`config.mk`:
```
export PLATFORM = sky130hd
export DESIGN_NAME = adc_device_end_flat
export DESIGN_NICKNAME = d
export VERILOG_FILES = /design/src/design/adc_cal_pkg.sv /design/src/design/adc_link_if.sv /design/src/design/adc_device_end.sv /design/src/flat_wrapper.sv
export SDC_FILE = /design/constraint.sdc
export NUM_CORES = 1
export LEC_CHECK = 0
export BUFFER_PORTS_ARGS = -buffer_cell sky130_fd_sc_hd__buf_2
export CORE_ASPECT_RATIO = 1.5
export CORE_UTILIZATION = 57
export DETAILED_ROUTE_END_ITERATION = 10
export GPL_TIMING_DRIVEN = 0
export PLACE_DENSITY = 0.75
export SLEW_MARGIN = 10
export SYNTH_ARGS = -nofsm -noshare
export SYNTH_HDL_FRONTEND = slang
export SYNTH_SLANG_ARGS = --single-unit
```
`constraint.sdc`:
```
create_clock -name core_clk -period 4.1 [get_ports core_clk]
set_clock_uncertainty 0.2 [all_clocks]
set_input_delay 0.615 -clock core_clk [delete_from_list [all_inputs] [get_ports core_clk]]
set_output_delay 0.615 -clock core_clk [all_outputs]
set_load 0.05 [all_outputs]
```
`src/design/adc_cal_pkg.sv`:
```
// Purpose: Shared constants and types for the converter control link
// Assumes: Both link ends and the software bus use these names
// Notes: Maker id value is arbitrary
package adc_cal_pkg;
   // Core clock and serial timing
   localparam int CORE_PERIOD_NS = 100;
   localparam int SCLK_HALF_NS = 1000;
   localparam int SCLK_HALF_CYCLES = (SCLK_HALF_NS + CORE_PERIOD_NS - 1) / CORE_PERIOD_NS;
   localparam logic [4:0] CMD_BITS = 5'h08;

   // Register select codes
   typedef enum logic [2:0] {
      REG_COMM = 3'h0, REG_SETUP = 3'h1, REG_CLOCK = 3'h2, REG_RESULT = 3'h3,
      REG_TEST = 3'h4, REG_NOP = 3'h5, REG_OFFSET = 3'h6, REG_GAIN = 3'h7
   } reg_sel_t;

   // Operating modes
   typedef enum logic [1:0] {
      MODE_NORMAL = 2'h0, MODE_SELF = 2'h1, MODE_ZERO = 2'h2, MODE_FULL = 2'h3
   } op_mode_t;

   // Command byte fields
   localparam int CMD_START = 7;
   localparam int CMD_RS_MSB = 6;
   localparam int CMD_RS_LSB = 4;
   localparam int CMD_RW = 3;
   localparam int CMD_PD = 2;
   localparam int CMD_CH_MSB = 1;

   // Setup register fields
   localparam int SET_MODE_MSB = 7;
   localparam int SET_MODE_LSB = 6;
   localparam int SET_GAIN_MSB = 5;
   localparam int SET_GAIN_LSB = 3;
   localparam int SET_UNIPOLAR = 2;
   localparam int SET_BUF = 1;
   localparam int SET_HOLD = 0;
   localparam logic [7:0] SETUP_RESET = 8'h01;

   // Clock register fields
   localparam int CLK_INTOSC = 5;
   localparam int CLK_OUTDIS = 4;
   localparam int CLK_HALVE = 3;
   localparam int CLK_FRANGE = 2;
   localparam int CLK_FS_MSB = 1;
   localparam logic [5:0] CLOCK_RESET_LOW = 6'h05;
   localparam logic MAKER_ID_VALUE = 1'b0; // Arbitrary value

   // Coefficient and result values
   localparam logic [23:0] OFFSET_RESET = 24'h1F4000;
   localparam logic [23:0] GAIN_RESET = 24'h5761AB;
   localparam logic [15:0] ZERO_UNIPOLAR = 16'h0000;
   localparam logic [15:0] ZERO_BIPOLAR = 16'h1000;
   localparam logic [7:0] TEST_RESET = 8'h00;

   // Modulator ticks per result, indexed by {frange, fs}
   localparam logic [8:0] DECIM [0:7] = '{9'd391, 9'd313, 9'd78, 9'd39,
                                          9'd384, 9'd320, 9'd77, 9'd38};

   // Link pin synchroniser idle levels {clock_input_pin, sdi, cs_n, sclk}
   localparam logic [3:0] PIN_IDLE = 4'h3;

   // Software register offsets of the host end
   localparam logic [3:0] HOST_TXDATA = 4'h0;
   localparam logic [3:0] HOST_COMMAND = 4'h4;
   localparam logic [3:0] HOST_STATUS = 4'h8;
   localparam logic [3:0] HOST_RXDATA = 4'hC;
   localparam logic [1:0] RESP_OKAY = 2'h0;
   localparam logic [1:0] RESP_SLVERR = 2'h2;

   // Data bits following a command byte
   function automatic logic [4:0] data_bits(input logic [2:0] rs);
      case (rs)
         REG_RESULT: data_bits = 5'd16;
         REG_OFFSET, REG_GAIN: data_bits = 5'd24;
         REG_NOP: data_bits = 5'd0;
         default: data_bits = 5'd8;
      endcase
   endfunction : data_bits
endpackage : adc_cal_pkg

```
`src/design/adc_link_if.sv`:
```
// Purpose: Serial link between host end and converter end
// Assumes: Host drives clock, select and data in
// Notes: All lines are one-way
`timescale 1ns/100ps
interface adc_link_if;
   logic sclk;
   logic cs_n;
   logic sdi;
   logic sdo;
   logic result_ready_n;

   modport device_end (input sclk, input cs_n, input sdi, output sdo, output result_ready_n);
   modport host_end (output sclk, output cs_n, output sdi, input sdo, input result_ready_n);
endinterface : adc_link_if

```
`src/design/adc_device_end.sv`:
```
// Purpose: Converter end: command decode, registers, calibration sequencer
// Assumes: Link pins are asynchronous to core_clk
// Notes: Modulator is stood in for by analog_sample
`timescale 1ns/100ps
////////////////////////////////////////////////////////////////////////////////
// What this block does
// - decode mode field, calibrate selected channel
// - self-cal runs zero then full, loads both
// - short inputs, then reference over gain
// - calibration end clears mode to normal
// - ready high on request, low on result
// - zero system cal updates offset only
// - full system cal updates gain only
// - gain code n gives two to n
// - top clock bit is fixed maker id
// - next clock bit reads zero always
// - internal oscillator follows its enable bit
// - clock output disable holds pin low
// - halve bit divides external clock only
// - range bit picks fast or slow oscillator
// - host sets range bit for external clock
// - filter bits and range set result rate
// - sixteen-bit read-only result shifted out
// - output changes falling, host samples rising
// - unipolar straight binary, bipolar offset binary
// - host never alters test register
// - offset and gain, 24 bits, per channel
// - short coefficient write is discarded
// - command byte precedes every register access
// - hold bit keeps filter and calibration reset
module adc_device_end import adc_cal_pkg::*; (
   // Clock and reset
   input wire logic core_clk,
   input wire logic resetn,
   // Link
   adc_link_if.device_end link,
   // Analog stand-in and clock pins
   input wire logic [15:0] analog_sample,
   input wire logic clock_input_pin,
   input wire logic crystal_attached,
   // Analog and clock controls
   output logic input_short,
   output logic input_ref_level,
   output logic [7:0] amp_gain,
   output logic internal_osc_on,
   output logic osc_fast,
   output logic clock_output_pin,
   output logic power_down,
   output logic buffer_on
);
   typedef enum logic [1:0] {PH_CMD = 2'b01, PH_DATA = 2'b10} phase_t;
   typedef enum logic [3:0] {
      SQ_HOLD = 4'b0001, SQ_CONV = 4'b0010, SQ_ZERO = 4'b0100, SQ_FULL = 4'b1000
   } seq_t;

   logic [3:0] s1_q, s2_q, s3_q, pin_q, prev_q;
   phase_t phase_q;
   seq_t seq_q;
   logic [7:0] cmd_q, setup_q, test_q;
   logic [5:0] clock_q;
   logic [4:0] cnt_q;
   logic [23:0] rx_q, tx_q;
   logic [23:0] offset_q [0:2];
   logic [23:0] gain_q [0:2];
   logic [15:0] result_q;
   logic [8:0] period_q;
   logic sdo_q, ready_n_q, half_q;
   logic input_short_q, input_ref_q, osc_on_q, osc_fast_q, clock_output_pin_q, pd_q, buf_q;
   logic [7:0] amp_gain_q;

   ////////////////////////////////////////////////////////////////////////////
   // Pin synchronisers
   wire [3:0] pin_raw = {clock_input_pin, link.sdi, link.cs_n, link.sclk};
   for (genvar i = 0; i < 4; i++) begin : g_sync
      always_ff @(posedge core_clk or negedge resetn) begin
         if (!resetn) begin
            s1_q[i] <= PIN_IDLE[i];
            s2_q[i] <= PIN_IDLE[i];
            s3_q[i] <= PIN_IDLE[i];
            pin_q[i] <= PIN_IDLE[i];
            prev_q[i] <= PIN_IDLE[i];
         end else begin
            s1_q[i] <= pin_raw[i];
            s2_q[i] <= s1_q[i];
            s3_q[i] <= s2_q[i];
            if (s2_q[i] == s3_q[i]) pin_q[i] <= s3_q[i];
            prev_q[i] <= pin_q[i];
         end
      end
   end
   wire sclk_rise = pin_q[0] & ~prev_q[0];
   wire sclk_fall = ~pin_q[0] & prev_q[0];
   wire frame_off = pin_q[1];
   wire sdi_bit = pin_q[2];
   wire clock_input_pin_rise = pin_q[3] & ~prev_q[3];

   ////////////////////////////////////////////////////////////////////////////
   // Command and data decode
   wire [7:0] cmd_new = {rx_q[6:0], sdi_bit};
   wire [23:0] word_new = {rx_q[22:0], sdi_bit};
   wire [2:0] rs_new = cmd_new[CMD_RS_MSB:CMD_RS_LSB];
   wire [2:0] rs_cur = cmd_q[CMD_RS_MSB:CMD_RS_LSB];
   wire [4:0] len_new = data_bits(rs_new);
   wire [4:0] len_cur = data_bits(rs_cur);
   wire [1:0] ch = cmd_q[CMD_CH_MSB:0];
   wire [1:0] pair = (ch == 2'b01) ? 2'd1 : (ch == 2'b11) ? 2'd2 : 2'd0;
   wire [1:0] ch_new = cmd_new[CMD_CH_MSB:0];
   wire [1:0] pair_new = (ch_new == 2'b01) ? 2'd1 : (ch_new == 2'b11) ? 2'd2 : 2'd0;
   wire cmd_start = phase_q == PH_CMD && sclk_rise && !frame_off
                    && !(cnt_q == 5'd0 && sdi_bit);
   wire cmd_done = cmd_start && cnt_q == CMD_BITS - 5'd1;
   wire data_last = phase_q == PH_DATA && sclk_rise && !frame_off && cnt_q == len_cur - 5'd1;
   wire wr_go = data_last && !cmd_q[CMD_RW];
   wire rd_result_done = data_last && cmd_q[CMD_RW] && rs_cur == REG_RESULT;
   wire [7:0] clock_rd = {MAKER_ID_VALUE, 1'b0, clock_q};
   wire [7:0] comm_rd = {ready_n_q, cmd_new[6:0]};
   wire [23:0] rd_word =
      (rs_new == REG_COMM) ? {comm_rd, 16'h0000} :
      (rs_new == REG_SETUP) ? {setup_q, 16'h0000} :
      (rs_new == REG_CLOCK) ? {clock_rd, 16'h0000} :
      (rs_new == REG_RESULT) ? {result_q, 8'h00} :
      (rs_new == REG_TEST) ? {test_q, 16'h0000} :
      (rs_new == REG_OFFSET) ? offset_q[pair_new] :
      (rs_new == REG_GAIN) ? gain_q[pair_new] : 24'h000000;

   // Serial engine
   always_ff @(posedge core_clk or negedge resetn) begin
      if (!resetn) begin
         phase_q <= PH_CMD;
         cnt_q <= 5'd0;
         cmd_q <= 8'h00;
         rx_q <= 24'h000000;
         tx_q <= 24'h000000;
         sdo_q <= 1'b0;
      end else if (frame_off) begin
         phase_q <= PH_CMD;
         cnt_q <= 5'd0;
      end else if (cmd_done) begin
         cmd_q <= cmd_new;
         cnt_q <= 5'd0;
         tx_q <= rd_word;
         if (len_new != 5'd0) phase_q <= PH_DATA;
      end else if (cmd_start || (phase_q == PH_DATA && sclk_rise)) begin
         rx_q <= word_new;
         cnt_q <= data_last ? 5'd0 : cnt_q + 5'd1;
         if (data_last) phase_q <= PH_CMD;
      end else if (sclk_fall && phase_q == PH_DATA && cmd_q[CMD_RW]) begin
         sdo_q <= tx_q[23];
         tx_q <= {tx_q[22:0], 1'b0};
      end
   end

   ////////////////////////////////////////////////////////////////////////////
   // Sequencer
   wire [1:0] mode = setup_q[SET_MODE_MSB:SET_MODE_LSB];
   wire hold = setup_q[SET_HOLD];
   wire cal_req = wr_go && rs_cur == REG_SETUP
                  && word_new[SET_MODE_MSB:SET_MODE_LSB] != MODE_NORMAL;
   wire [1:0] mode_next = cal_req ? word_new[SET_MODE_MSB:SET_MODE_LSB] : mode;
   seq_t start_state;
   always_comb begin
      case (mode_next)
         MODE_NORMAL: start_state = SQ_CONV;
         MODE_SELF, MODE_ZERO: start_state = SQ_ZERO;
         default: start_state = SQ_FULL;
      endcase
   end
   wire ext_stopped = crystal_attached && clock_q[CLK_OUTDIS];
   wire ext_tick = clock_input_pin_rise && (!clock_q[CLK_HALVE] || half_q);
   wire tick = !ext_stopped && (clock_q[CLK_INTOSC] || ext_tick);
   wire [2:0] rate_sel = {clock_q[CLK_FRANGE], clock_q[CLK_FS_MSB:0]};
   wire period_done = tick && period_q == DECIM[rate_sel] - 9'd1;
   wire step_done = period_done && !cal_req && !hold;
   wire result_new = step_done && seq_q == SQ_CONV;
   wire zero_done = step_done && seq_q == SQ_ZERO;
   wire full_done = step_done && seq_q == SQ_FULL;
   wire cal_finish = full_done || (zero_done && mode != MODE_SELF);
   wire [23:0] capture = {analog_sample, 8'h00};
   wire [15:0] corrected = analog_sample - offset_q[pair][23:8];
   wire [15:0] zero_code = setup_q[SET_UNIPOLAR] ? ZERO_UNIPOLAR : ZERO_BIPOLAR;

   always_ff @(posedge core_clk or negedge resetn) begin
      if (!resetn) begin
         seq_q <= SQ_HOLD;
         period_q <= 9'd0;
         half_q <= 1'b0;
      end else begin
         if (clock_input_pin_rise) half_q <= ~half_q;
         if (hold) begin
            seq_q <= SQ_HOLD;
            period_q <= 9'd0;
         end else if (seq_q == SQ_HOLD || cal_req) begin
            seq_q <= start_state;
            period_q <= 9'd0;
         end else if (period_done) begin
            period_q <= 9'd0;
            if (cal_finish) seq_q <= SQ_CONV;
            else if (zero_done) seq_q <= SQ_FULL;
         end else if (tick) begin
            period_q <= period_q + 9'd1;
         end
      end
   end

   ////////////////////////////////////////////////////////////////////////////
   // Register file
   always_ff @(posedge core_clk or negedge resetn) begin
      if (!resetn) begin
         setup_q <= SETUP_RESET;
         clock_q <= CLOCK_RESET_LOW;
         test_q <= TEST_RESET;
         result_q <= ZERO_UNIPOLAR;
         ready_n_q <= 1'b1;
         pd_q <= 1'b0;
         for (int k = 0; k < 3; k++) begin
            offset_q[k] <= OFFSET_RESET;
            gain_q[k] <= GAIN_RESET;
         end
      end else begin
         if (cmd_done) pd_q <= cmd_new[CMD_PD];
         if (wr_go && rs_cur == REG_SETUP) setup_q <= word_new[7:0];
         else if (cal_finish) setup_q[SET_MODE_MSB:SET_MODE_LSB] <= MODE_NORMAL;
         if (wr_go && rs_cur == REG_CLOCK) clock_q <= word_new[5:0];
         if (wr_go && rs_cur == REG_TEST) test_q <= word_new[7:0];
         if (wr_go && rs_cur == REG_OFFSET) offset_q[pair] <= word_new;
         else if (zero_done) offset_q[pair] <= capture;
         if (wr_go && rs_cur == REG_GAIN) gain_q[pair] <= word_new;
         else if (full_done) gain_q[pair] <= capture;
         if (result_new) result_q <= corrected + zero_code;
         if (result_new) ready_n_q <= 1'b0;
         else if (cal_req || rd_result_done) ready_n_q <= 1'b1;
      end
   end

   ////////////////////////////////////////////////////////////////////////////
   // Analog and clock control outputs
   always_ff @(posedge core_clk or negedge resetn) begin
      if (!resetn) begin
         input_short_q <= 1'b0;
         input_ref_q <= 1'b0;
         amp_gain_q <= 8'h01;
         osc_on_q <= 1'b0;
         osc_fast_q <= 1'b1;
         clock_output_pin_q <= 1'b0;
         buf_q <= 1'b0;
      end else begin
         input_short_q <= seq_q == SQ_ZERO && mode == MODE_SELF;
         input_ref_q <= seq_q == SQ_FULL && mode == MODE_SELF;
         amp_gain_q <= 8'h01 << setup_q[SET_GAIN_MSB:SET_GAIN_LSB];
         osc_on_q <= clock_q[CLK_INTOSC];
         osc_fast_q <= clock_q[CLK_FRANGE];
         clock_output_pin_q <= !clock_q[CLK_OUTDIS] && pin_q[3];
         buf_q <= setup_q[SET_BUF];
      end
   end

   assign link.sdo = sdo_q;
   assign link.result_ready_n = ready_n_q;
   assign input_short = input_short_q;
   assign input_ref_level = input_ref_q;
   assign amp_gain = amp_gain_q;
   assign internal_osc_on = osc_on_q;
   assign osc_fast = osc_fast_q;
   assign clock_output_pin = clock_output_pin_q;
   assign power_down = pd_q;
   assign buffer_on = buf_q;
endmodule : adc_device_end

```
`src/flat_wrapper.sv`:
```
// flat-port wrapper written by rule: the top's interface ports become plain ports
module adc_device_end_flat import adc_cal_pkg::*;
  (core_clk, resetn, analog_sample, clock_input_pin, crystal_attached, input_short, input_ref_level, amp_gain, internal_osc_on, osc_fast, clock_output_pin, power_down, buffer_on, link_sclk, link_cs_n, link_sdi, link_sdo, link_result_ready_n);
  adc_link_if link_i ();
  input wire logic core_clk;
  input wire logic resetn;
  input wire logic [15:0] analog_sample;
  input wire logic clock_input_pin;
  input wire logic crystal_attached;
  output logic input_short;
  output logic input_ref_level;
  output logic [7:0] amp_gain;
  output logic internal_osc_on;
  output logic osc_fast;
  output logic clock_output_pin;
  output logic power_down;
  output logic buffer_on;
  input wire logic [$bits(link_i.sclk)-1:0] link_sclk;
  input wire logic [$bits(link_i.cs_n)-1:0] link_cs_n;
  input wire logic [$bits(link_i.sdi)-1:0] link_sdi;
  output wire logic [$bits(link_i.sdo)-1:0] link_sdo;
  output wire logic [$bits(link_i.result_ready_n)-1:0] link_result_ready_n;
  assign link_i.sclk = link_sclk;
  assign link_i.cs_n = link_cs_n;
  assign link_i.sdi = link_sdi;
  assign link_sdo = link_i.sdo;
  assign link_result_ready_n = link_i.result_ready_n;
  adc_device_end u_core (.core_clk(core_clk), .resetn(resetn), .link(link_i), .analog_sample(analog_sample), .clock_input_pin(clock_input_pin), .crystal_attached(crystal_attached), .input_short(input_short), .input_ref_level(input_ref_level), .amp_gain(amp_gain), .internal_osc_on(internal_osc_on), .osc_fast(osc_fast), .clock_output_pin(clock_output_pin), .power_down(power_down), .buffer_on(buffer_on));
endmodule
```
== Word level (Yosys, flattened, before mapping) ==
Memory sizes are Yosys's and may differ from the RTL's.
Cells that the tools add are included.
Storage, ports and cells
  bits in latches: 0
  logic and storage cells: 242
  register bits: 292
  bits of input ports: 23
  output and inout bits: 17
  RAM bits: 0
  memories kept: 1
  ROM bits: 72
Memories
  (name not given): depth 8, bits a word 9, read ports 1, clocked after Yosys merged registers in 0, write ports 0, RTL line adc_device_end.sv:172  | wire period_done = tick && period_q == DECIM[rate_sel] - 9'd1;
Operators by class
  $add $sub $neg: 6
  $mul: 0
  divide/modulo/power cells: 0
  eq/ne operators: 37
  mux-type cells: 62
  shifts and indexed selects: 1
  $lt $le $gt $ge: 4
  reductions and logical operators: 71
  bitwise gates (word level): 13
Operators by type and width (number)
  24-bit two-way mux: 17
  72-bit bitwise mux: 4
  72-bit two-way mux: 4
  24-bit binary-select mux with 2-bit select: 3
  9-bit two-way mux: 6
  24-bit demux with 2-bit select: 1
  1-bit logical AND: 33
  5-bit one-hot mux with 3 select lines: 2
  3-bit equality test, second input constant: 8
  2-bit two-way mux: 12
  4-bit two-way mux: 5
  5-bit two-way mux: 4
  16-bit adder: 1
  16-bit subtractor: 1
  13-bit two-way mux: 1
  3-bit by 2-bit equality test with 1-bit output, second input constant: 4
  2-bit nonzero test: 6
  2-bit by 1-bit equality test with 1-bit output, second input constant: 5
  9-bit by 1-bit adder with 9-bit output, second input constant: 1
  9-bit equality test: 1
  3-bit AND reduction: 3
  3-bit nonzero test: 3
  9-bit by 1-bit subtractor with 9-bit output, second input constant: 1
  2-bit equality test, second input constant: 4
  32 further kinds: 64

== Longest topological paths before layout ==
Gate-level depths: netlist of the first run.
  depth after elaboration: 19
  depth in mapped cells: 17
  mapped depth without buffers: 14

== Worst setup path after synthesis of the first run ==
Ideal clock, no wire load.
  path type: reg-to-reg
  start point: register u_core.clock_q[0]
  end point: register u_core.offset_q[39] (netlist name)
  arrival time: 3.764 ns
  stages on the path, launching flop included: 14
  data required time: 3.774 ns
  clock period less this slack: 4.090 ns
  buffers on the path: 1
  library setup time: 0.126 ns
  path slack: 0.010 ns
  cells stage by stage: dfstp_2 -> inv_1 -> ha_1 -> and2_1 -> nor2_1 -> ha_1 -> nand4bb_4 -> a311o_1 -> or4_4 -> nor4_4 -> nand3_4 -> nor4_4 -> buf_6 -> a211oi_2
On the way
  longest elaborated chain between the ends: 11
RTL lines
  start: declaration: RTL line adc_device_end.sv:60  | logic [5:0] clock_q;
  start signal: assignment: RTL line adc_device_end.sv:223  | if (wr_go && rs_cur == REG_CLOCK) clock_q <= word_new[5:0];
  3-bit inverter with 4-bit output (not written as such): RTL line adc_device_end.sv:172
  memory read 8 x 9 bit
  9-bit two-way mux (not written as such) (2 in a row): RTL line adc_device_end.sv:172
  9-bit by 1-bit subtractor with 9-bit output: RTL line adc_device_end.sv:172
  9-bit equality test: RTL line adc_device_end.sv:172
  1-bit logical AND: RTL line adc_device_end.sv:172
  1-bit logical AND (2 in a row): RTL line adc_device_end.sv:173  | wire step_done = period_done && !cal_req && !hold;
  1-bit logical AND: RTL line adc_device_end.sv:175  | wire zero_done = step_done && seq_q == SQ_ZERO;
  2-bit nonzero test (no source line)
  end signal: indexed assignment: RTL line adc_device_end.sv:225  | if (wr_go && rs_cur == REG_OFFSET) offset_q[pair] <= word_new;
  end signal: indexed assignment: RTL line adc_device_end.sv:226  | else if (zero_done) offset_q[pair] <= capture;
  end: declaration: RTL line adc_device_end.sv:63  | logic [23:0] offset_q [0:2];
Every way passes these cells. The select of a mux whose other input is x is not followed.
A chain may end at the register's enable or synchronous reset.

== Worst setup path in the final report of the first run ==
  start point: register u_core.clock_q[0]
  end point: register u_core.gain_q[50] (netlist name)
On the way
  longest elaborated chain between the ends: 11
RTL lines
  3-bit inverter with 4-bit output (not written as such): RTL line adc_device_end.sv:172
  memory read 8 x 9 bit
  9-bit two-way mux (not written as such) (2 in a row): RTL line adc_device_end.sv:172
  9-bit by 1-bit subtractor with 9-bit output: RTL line adc_device_end.sv:172
  9-bit equality test: RTL line adc_device_end.sv:172
  1-bit logical AND: RTL line adc_device_end.sv:172
  1-bit logical AND (2 in a row): RTL line adc_device_end.sv:173
  1-bit logical AND: RTL line adc_device_end.sv:176  | wire full_done = step_done && seq_q == SQ_FULL;
  2-bit nonzero test (no source line)
  end signal: indexed assignment: RTL line adc_device_end.sv:227  | if (wr_go && rs_cur == REG_GAIN) gain_q[pair] <= word_new;
  end signal: indexed assignment: RTL line adc_device_end.sv:228  | else if (full_done) gain_q[pair] <= capture;
  end: declaration: RTL line adc_device_end.sv:64  | logic [23:0] gain_q [0:2];
Every way passes these cells. The select of a mux whose other input is x is not followed.

==> flow_summary.ini, run 1 <==
[clock_network]
htreeDepth = 1
cts_made_buffers = 28
clockRootBuffer = sky130_fd_sc_hd__clkbuf_16
worstSkewPairLatency_ns = 0.57
cts_tree = yes
cts.path.max_buffers = 3
cts.reportedPaths.clkPinSlew_ns = 0.07
cts.sink_count = 291

[finish]
insertedDiodeCount = 0
drive_above_1_share_pct = 19.6
multiInputGateArea_um2 = 7390
final.fill_count = 2105
ff_latch_area_um2 = 7380
instances_no_fill = 1995
layout_commonest_cell = sky130_fd_sc_hd__dfrtp_1
finalNetCount = 1700
syn2layout_area_growth_pct = 14.2
layout.cells.most_common_list = sky130_fd_sc_hd__dfrtp_1 (216), sky130_fd_sc_hd__nor2_1 (151), sky130_fd_sc_hd__a21oi_1 (140)

[power_and_ir_drop]
peak_vdd_ir_uv = 404
power_leakage_nw = 7.85
power_per_cell_area_nw_per_um2 = 401
finalPower_mw = 7.08

[sta]
report.final.setup_viol = 0
min_period_over_period_pct = 97.5
timing.final.max_slew_violations = 0
worstMarginPinSlew_ns = 1.01
slew_headroom_pct = 32.3
timing.fmax_mhz = 250
finalHoldViolations = 0
worst_slack_ns = 0.103
layout_min_cycle_time_ns = 4.00
hold-worst-slack_ns = 0.141
rsz0062_at_grt = true

[global_routing]
global_route.usage.total_pct = 33.9
grt_pass1_vias = 13000
maximum_number_of_pins_on_one_net_before_global_route_repair = 88
grt_first_pass_wirelength_um = 71400
antenna_found_initial = 0
grt.overflow.total = 0

[synth]
postSynthCellCount = 1542
synth_top_flop_cell = sky130_fd_sc_hd__dfrtp_1
yosys_register_bits = 291
synth.lib_cells_used.distinct = 70
mappedNetlistNets = 1606
synth_seq_area_share_pct = 47.8
synth.yosys.warnings = 0
ys_async_sr_fraction_pct = 100
synth.avg_cell_area_um2 = 10.0
synth_area_um2 = 15400
synth-edff-count = 0

[critical_path]
crit_path_start = u_core.clock_q[0]$_DFFE_PN1P_
timing.reg2reg.worst_path_depth = 17
worstSetupPathType = flop to flop
cp_data_arrival_time_ns = 4.24
r2r_start = u_core.clock_q[0]$_DFFE_PN1P_
crit_path_end_kind = flop
cp-start-kind = flop
cp-endpoint = u_core.gain_q[50]$_DFFE_PN0P_
worst-endpoint-required_ns = 4.34
worst-path-max-fanout = 7
ff2ff_setup_slack_ns = 0.10
rr_endpoint = u_core.gain_q[50]$_DFFE_PN0P_

[status]
status = finished, final reports clean

[drt]
initialDrtViolationCount = 1100
postRouteWirelength_um = 45800
drt-vias-per-instance = 6.34
antenna_violating_nets_post_route = 0
wire_length_per_cell_um = 22.9
firstDrtPassIters = 6
drc = 0
dr_total_vias = 12600

[placed_design]
dp_cells = 1921
detailedPlacementHpwl_um = 33100
pre_cts_slack_ns = -1.18
place_congestion = 0.938
buffer_ports.inserted = 39

[run]
timing.max_cap.violations = 0

[floorplanning]
die_height_um = 204
core.rowCount = 73
coreArea_um2 = 26600
pin_count = 40
die-area_um2 = 27800
fp.dieW_um = 136
initial_utilization_pct = 58.1

[worst_hold_path]
timing.hold.worst_path_depth = 3
worst_hold_path_type = input pin to flop
-- power by group --
group / internal [mW] / switching, mW
clock: 1.90 / 1.18
combinational: 0.337 / 0.658
sequential: 2.94 / 0.0631
-- cell usage after synthesis, types with 15 or more instances --
master | instances | area, um^2
sky130_fd_sc_hd__dfrtp_1 | 217 | 5430
sky130_fd_sc_hd__clkbuf_1 | 77 | 289
sky130_fd_sc_hd__ha_1 | 39 | 488
sky130_fd_sc_hd__o211ai_1 | 23 | 173
sky130_fd_sc_hd__dfstp_2 | 74 | 1940
sky130_fd_sc_hd__o21ai_0 | 68 | 340
sky130_fd_sc_hd__mux2i_1 | 82 | 821
sky130_fd_sc_hd__nand2b_1 | 15 | 93.8
sky130_fd_sc_hd__a22o_1 | 49 | 429
sky130_fd_sc_hd__a21oi_1 | 143 | 716
sky130_fd_sc_hd__xor2_1 | 22 | 193
sky130_fd_sc_hd__nand2_1 | 102 | 383
sky130_fd_sc_hd__nor2_1 | 153 | 574
sky130_fd_sc_hd__inv_1 | 62 | 233
sky130_fd_sc_hd__mux2_2 | 60 | 676
sky130_fd_sc_hd__a211oi_1 | 64 | 480
sky130_fd_sc_hd__o22ai_1 | 54 | 338
sky130_fd_sc_hd__buf_1 | 29 | 109
-- layout make-up --
cell class	instances	area share [%]
well taps	337	2.39
plain buffers	124	3.55
inverters	63	1.36
clock buffers	34	4.33
multi-input cells	1062	41.9
flip-flops and latches	291	41.8
repair buffers	66	2.75
clock inverters	18	1.90
-- worst max-delay path, cell delays in order, from the launching register on --
cell and delay, ns:
sky130_fd_sc_hd__dfstp_2 0.59, sky130_fd_sc_hd__inv_4 0.07, sky130_fd_sc_hd__ha_4 0.18, sky130_fd_sc_hd__and2_4 0.16
sky130_fd_sc_hd__nor2_2 0.08, sky130_fd_sc_hd__ha_2 0.28, sky130_fd_sc_hd__xnor2_1 0.13, sky130_fd_sc_hd__a21oi_1 0.13
sky130_fd_sc_hd__o211ai_1 0.10, sky130_fd_sc_hd__or4_4 0.59, sky130_fd_sc_hd__nor4_4 0.22, sky130_fd_sc_hd__buf_4 0.19
sky130_fd_sc_hd__a41o_1 0.22, sky130_fd_sc_hd__buf_6 0.17, sky130_fd_sc_hd__nand2b_4 0.06, sky130_fd_sc_hd__buf_6 0.12
sky130_fd_sc_hd__buf_4 0.15, sky130_fd_sc_hd__a22o_1 0.22
-- state kept, by name (all words and copies together), names as in the netlist, 5 cells and up --
register and flops:
u_core.setup_q 8, u_core.test_q 8, u_core.rx_q 23, u_core.tx_q 24, u_core.clock_q 6, u_core.offset_q 72
u_core.amp_gain 8, u_core.cmd_q 6, u_core.cnt_q 5, u_core.gain_q 72, u_core.period_q 9, u_core.result_q 16
-- per-layer routing --
| metal | vias up | track usage, % | wire length, um |
|---|---|---|---|
| li1 | 5733 | - | - |
| met1 | 6206 | 38.5 | 17100 |
| met2 | 524 | 59.1 | 23100 |
| met3 | 182 | 5.20 | 2660 |
| met4 | 0 | 20.8 | 2900 |
| met5 | - | 0 | 0 |
-- worst min-delay path by stage --
stage                                         from                       endpoint  slack, ns
after floorplan                             resetn   u_core.amp_gain[1]$_DFF_PN0_       0.12
after global placement    u_core.s1_q[3]$_DFF_PN0_       u_core.s2_q[3]$_DFF_PN0_       0.13
after detailed placement  u_core.s1_q[2]$_DFF_PN0_       u_core.s2_q[2]$_DFF_PN0_       0.14
after CTS                         analog_sample[0]  u_core.gain_q[56]$_DFFE_PN1P_       0.12
after global routing              analog_sample[0]  u_core.gain_q[56]$_DFFE_PN1P_       0.14
final                             analog_sample[0]  u_core.gain_q[56]$_DFFE_PN1P_       0.14
-- logic make-up after synthesis --
family | count (synthesis) | share of synthesized area (%)
buffers and inverters | 189 | 4.90
AOI/OAI and AO/OA | 473 | 20.1
and+or+nand+nor | 367 | 11.7
muxes | 144 | 9.98
xor gates and xnor gates | 33 | 1.87
adders and majority gates | 45 | 3.68
DFF | 291 | 47.8
-- timing repair --
action                                 in CTS  in global routing
resized for setup                          31                 47
cloned                                      0                  0
hold buffers                                5                  0
endpoints found under the hold margin      42                  0
setup endpoints to repair                 172                152
pin swaps                                  11                 15
buffers inserted                           13                  6
-- through the flow --
stage               setup TNS, ns  instance area [um^2]  utilization [%]
finish                          0                 17600             66.4
CTS                             0                 17500             65.8
floorplan                       0                 15400                -
detailed placement         -93.91                 16200             60.8
global route               -0.259                 17600             66.4
global placement          -829.27                 16100             60.4
Power figures use the tool's default switching activity.
==> run 2, diff against run 1 <==
--- a/config.mk
+++ b/config.mk
@@ -11,6 +11,7 @@
 export DETAILED_ROUTE_END_ITERATION = 10
 export GPL_TIMING_DRIVEN = 0
 export PLACE_DENSITY = 0.75
+export REMOVE_ABC_BUFFERS = 1
 export SLEW_MARGIN = 10
 export SYNTH_ARGS = -nofsm -noshare
 export SYNTH_HDL_FRONTEND = slang
==> run 2 against run 1 <==
Worst hold slack got worse by 0.0086 ns. First-iteration DRC count increased by 7.9%. Sequential share of layout area grew 0.89 points. Via count shrank 2.5%. Global-route usage decreased by 3.2 points. Non-clock buffer count down 99. Combinational power is 23% lower. Sequential power increased by 5%. Fmax fell by 2.3%. Flip-flop and latch count is the same. Cell count shrank 4.7%. Critical endpoint is now u_core.offset_q[70]$_DFFE_PN0P_. Largest cell class unchanged.
==> flow_summary.ini, run 2 (synthesis results as in run 1) <==
[status]
status = finished, final reports clean

[finish]
largest_registers = u_core.gain_q (72), u_core.offset_q (72), u_core.tx_q (24)
syn2layout_area_growth_pct = 12.2
layout.cells.most_common_list = sky130_fd_sc_hd__dfrtp_1 (209), sky130_fd_sc_hd__nor2_1 (151), sky130_fd_sc_hd__a21oi_1 (143)
drive_above_1_share_pct = 21.0
insertedDiodeCount = 0
finalNetCount = 1605
layout_commonest_cell = sky130_fd_sc_hd__dfrtp_1

[power_and_ir_drop]
power_per_cell_area_nw_per_um2 = 377
peak_vdd_ir_uv = 391
power_leakage_nw = 7.68
finalPower_mw = 6.52

[floorplanning]
core.rowCount = 73
initial_utilization_pct = 58.1
die-area_um2 = 27800
pin_count = 40
die_height_um = 204
coreArea_um2 = 26600
fp.dieW_um = 136

[worst_hold_path]
worst_hold_path_type = input pin to flop
holdPathEnd = u_core.offset_q[65]$_DFFE_PN1P_
min_from = analog_sample[9]
timing.hold.worst_path_depth = 3

[placed_design]
detailedPlacementHpwl_um = 24700
buffer_ports.inserted = 39
pre_cts_slack_ns = -1.36
place_congestion = 0.858

[global_routing]
global_route.usage.total_pct = 30.7
grt_pass1_vias = 12200
antenna_found_initial = 0
grt_first_pass_wirelength_um = 65900
maximum_number_of_pins_on_one_net_before_global_route_repair = 112
grt.overflow.total = 0

[sta]
timing.final.max_slew_violations = 0
report.final.setup_viol = 0
worstMarginPinSlew_ns = 0.993
worst_slack_ns = 0.00989
finalHoldViolations = 0
slew_headroom_pct = 33.8
timing.fmax_mhz = 244
hold-worst-slack_ns = 0.133
layout_min_cycle_time_ns = 4.09
min_period_over_period_pct = 99.8
rsz0062_at_grt = true

[critical_path]
cp_data_arrival_time_ns = 4.34
cpPeakStageDelay_ns = 0.77
timing.critical_path.cells = or3b_2 > a21oi_1 > o311a_1 > inv_2 > nor3_2 > nand2b_1 > o22ai_1 > a21oi_1
worst-path-max-fanout = 16
crit_path_end_kind = flop
ff2ff_setup_slack_ns = 0.01
timing.reg2reg.worst_path_depth = 8
worstSetupPathType = flop to flop
cp-start-kind = flop
crit_top_cell = sky130_fd_sc_hd__a21oi_1
r2r_start = u_core.cmd_q[5]$_DFFE_PN0P_
crit_slowest_cell = sky130_fd_sc_hd__nand2b_1
rr_endpoint = u_core.offset_q[70]$_DFFE_PN0P_
worst-endpoint-required_ns = 4.35

[drt]
wire_length_per_cell_um = 21.9
firstDrtPassIters = 6
initialDrtViolationCount = 1187
antenna_violating_nets_post_route = 0
postRouteWirelength_um = 41600
drt-vias-per-instance = 6.48
dr_total_vias = 12300
drc = 0

[clock_network]
cts.sink_count = 291
cts.reportedPaths.clkPinSlew_ns = 0.06
worstSkewPairLatency_ns = 0.58
cts_made_buffers = 29
clockRootBuffer = sky130_fd_sc_hd__clkbuf_16
htreeDepth = 1
cts_tree = yes
cts.path.max_buffers = 3

[run]
timing.max_cap.violations = 0
run 2: cell count changes in the layout (fill, tap and decap cells not counted), moves of 7 or more:
cell                        delta
sky130_fd_sc_hd__clkbuf_1     -60
sky130_fd_sc_hd__dfrtp_1       -7
sky130_fd_sc_hd__clkbuf_4      -7
sky130_fd_sc_hd__buf_1        -26
sky130_fd_sc_hd__bufinv_16     -9
sky130_fd_sc_hd__clkbuf_8      +7
run 2: worst max-delay path: cells and delay by family (launching register included):
family / cells / cell delay, ns
AO/OA/AOI/OAI: 4 / 1.04
AND/OR/NAND/NOR: 3 / 2.01
buffers and inverters: 1 / 0.13
flip-flops: 1 / 0.58
run 2: final cells by class:
type	count	area [um^2]
Inverter	63	236
Clock buffer	48	887
Clock inverter	6	42.5
Sequential cell	291	7400
Multi-Input combinational cell	1065	7490
Fill cell	2013	9260
Timing Repair Buffer	91	847
Tap cell	337	422
run 2: metrics by stage:
step / setup TNS (ns) / util [%] / area, um^2 / instances
finish: 0 / 65.2 / 17300 / 1901
global route: -1.48 / 65.2 / 17300 / 1901
CTS: -0.0206 / 64.2 / 17100 / 1885
detailed placement: -136.52 / 59.3 / 15800 / 1802
global placement: -1060.87 / 58.5 / 15500 / 1792
floorplan: -51.02 / - / 14900 / 1416
run 2: repair_timing:
item	4_1_cts	5_1_grt
setup endpoints to repair	161	144
cloned	3	1
buffers inserted	21	15
pin swaps	10	11
hold buffers	5	0
gates resized for setup	18	17
endpoints found under the hold margin	73	0
run 2: where the power goes:
group | internal [mW] | switching (mW) | total (mW)
logic | 0.322 | 0.441 | 0.763
registers | 2.94 | 0.198 | 3.14
clock network | 1.47 | 1.14 | 2.62
total | 4.74 | 1.78 | 6.52
run 2: routing by layer:
layer | vias up | track usage [%] | routed length (um)
met5 | - | 0 | 0
met4 | 0 | 14.8 | 1960
met3 | 126 | 4.85 | 2660
met2 | 526 | 51.6 | 20900
met1 | 6118 | 38.0 | 16100
li1 | 5556 | - | -
run 2: worst max path at each step:
stage | slack [ns] | start | end
after global placement | -3.02 | resetn | u_core.gain_q[28]$_DFFE_PN0P_
after detailed placement | -1.36 | u_core.clock_q[0]$_DFFE_PN1P_ | u_core.offset_q[55]$_DFFE_PN0P_
after CTS | -0.01 | u_core.clock_q[0]$_DFFE_PN1P_ | u_core.gain_q[20]$_DFFE_PN1P_
final | 0.01 | u_core.cmd_q[5]$_DFFE_PN0P_ | u_core.offset_q[70]$_DFFE_PN0P_
after floorplan | -0.72 | u_core.clock_q[0]$_DFFE_PN1P_ | u_core.gain_q[52]$_DFFE_PN0P_
after global routing | -0.1 | u_core.cmd_q[5]$_DFFE_PN0P_ | u_core.offset_q[69]$_DFFE_PN0P_
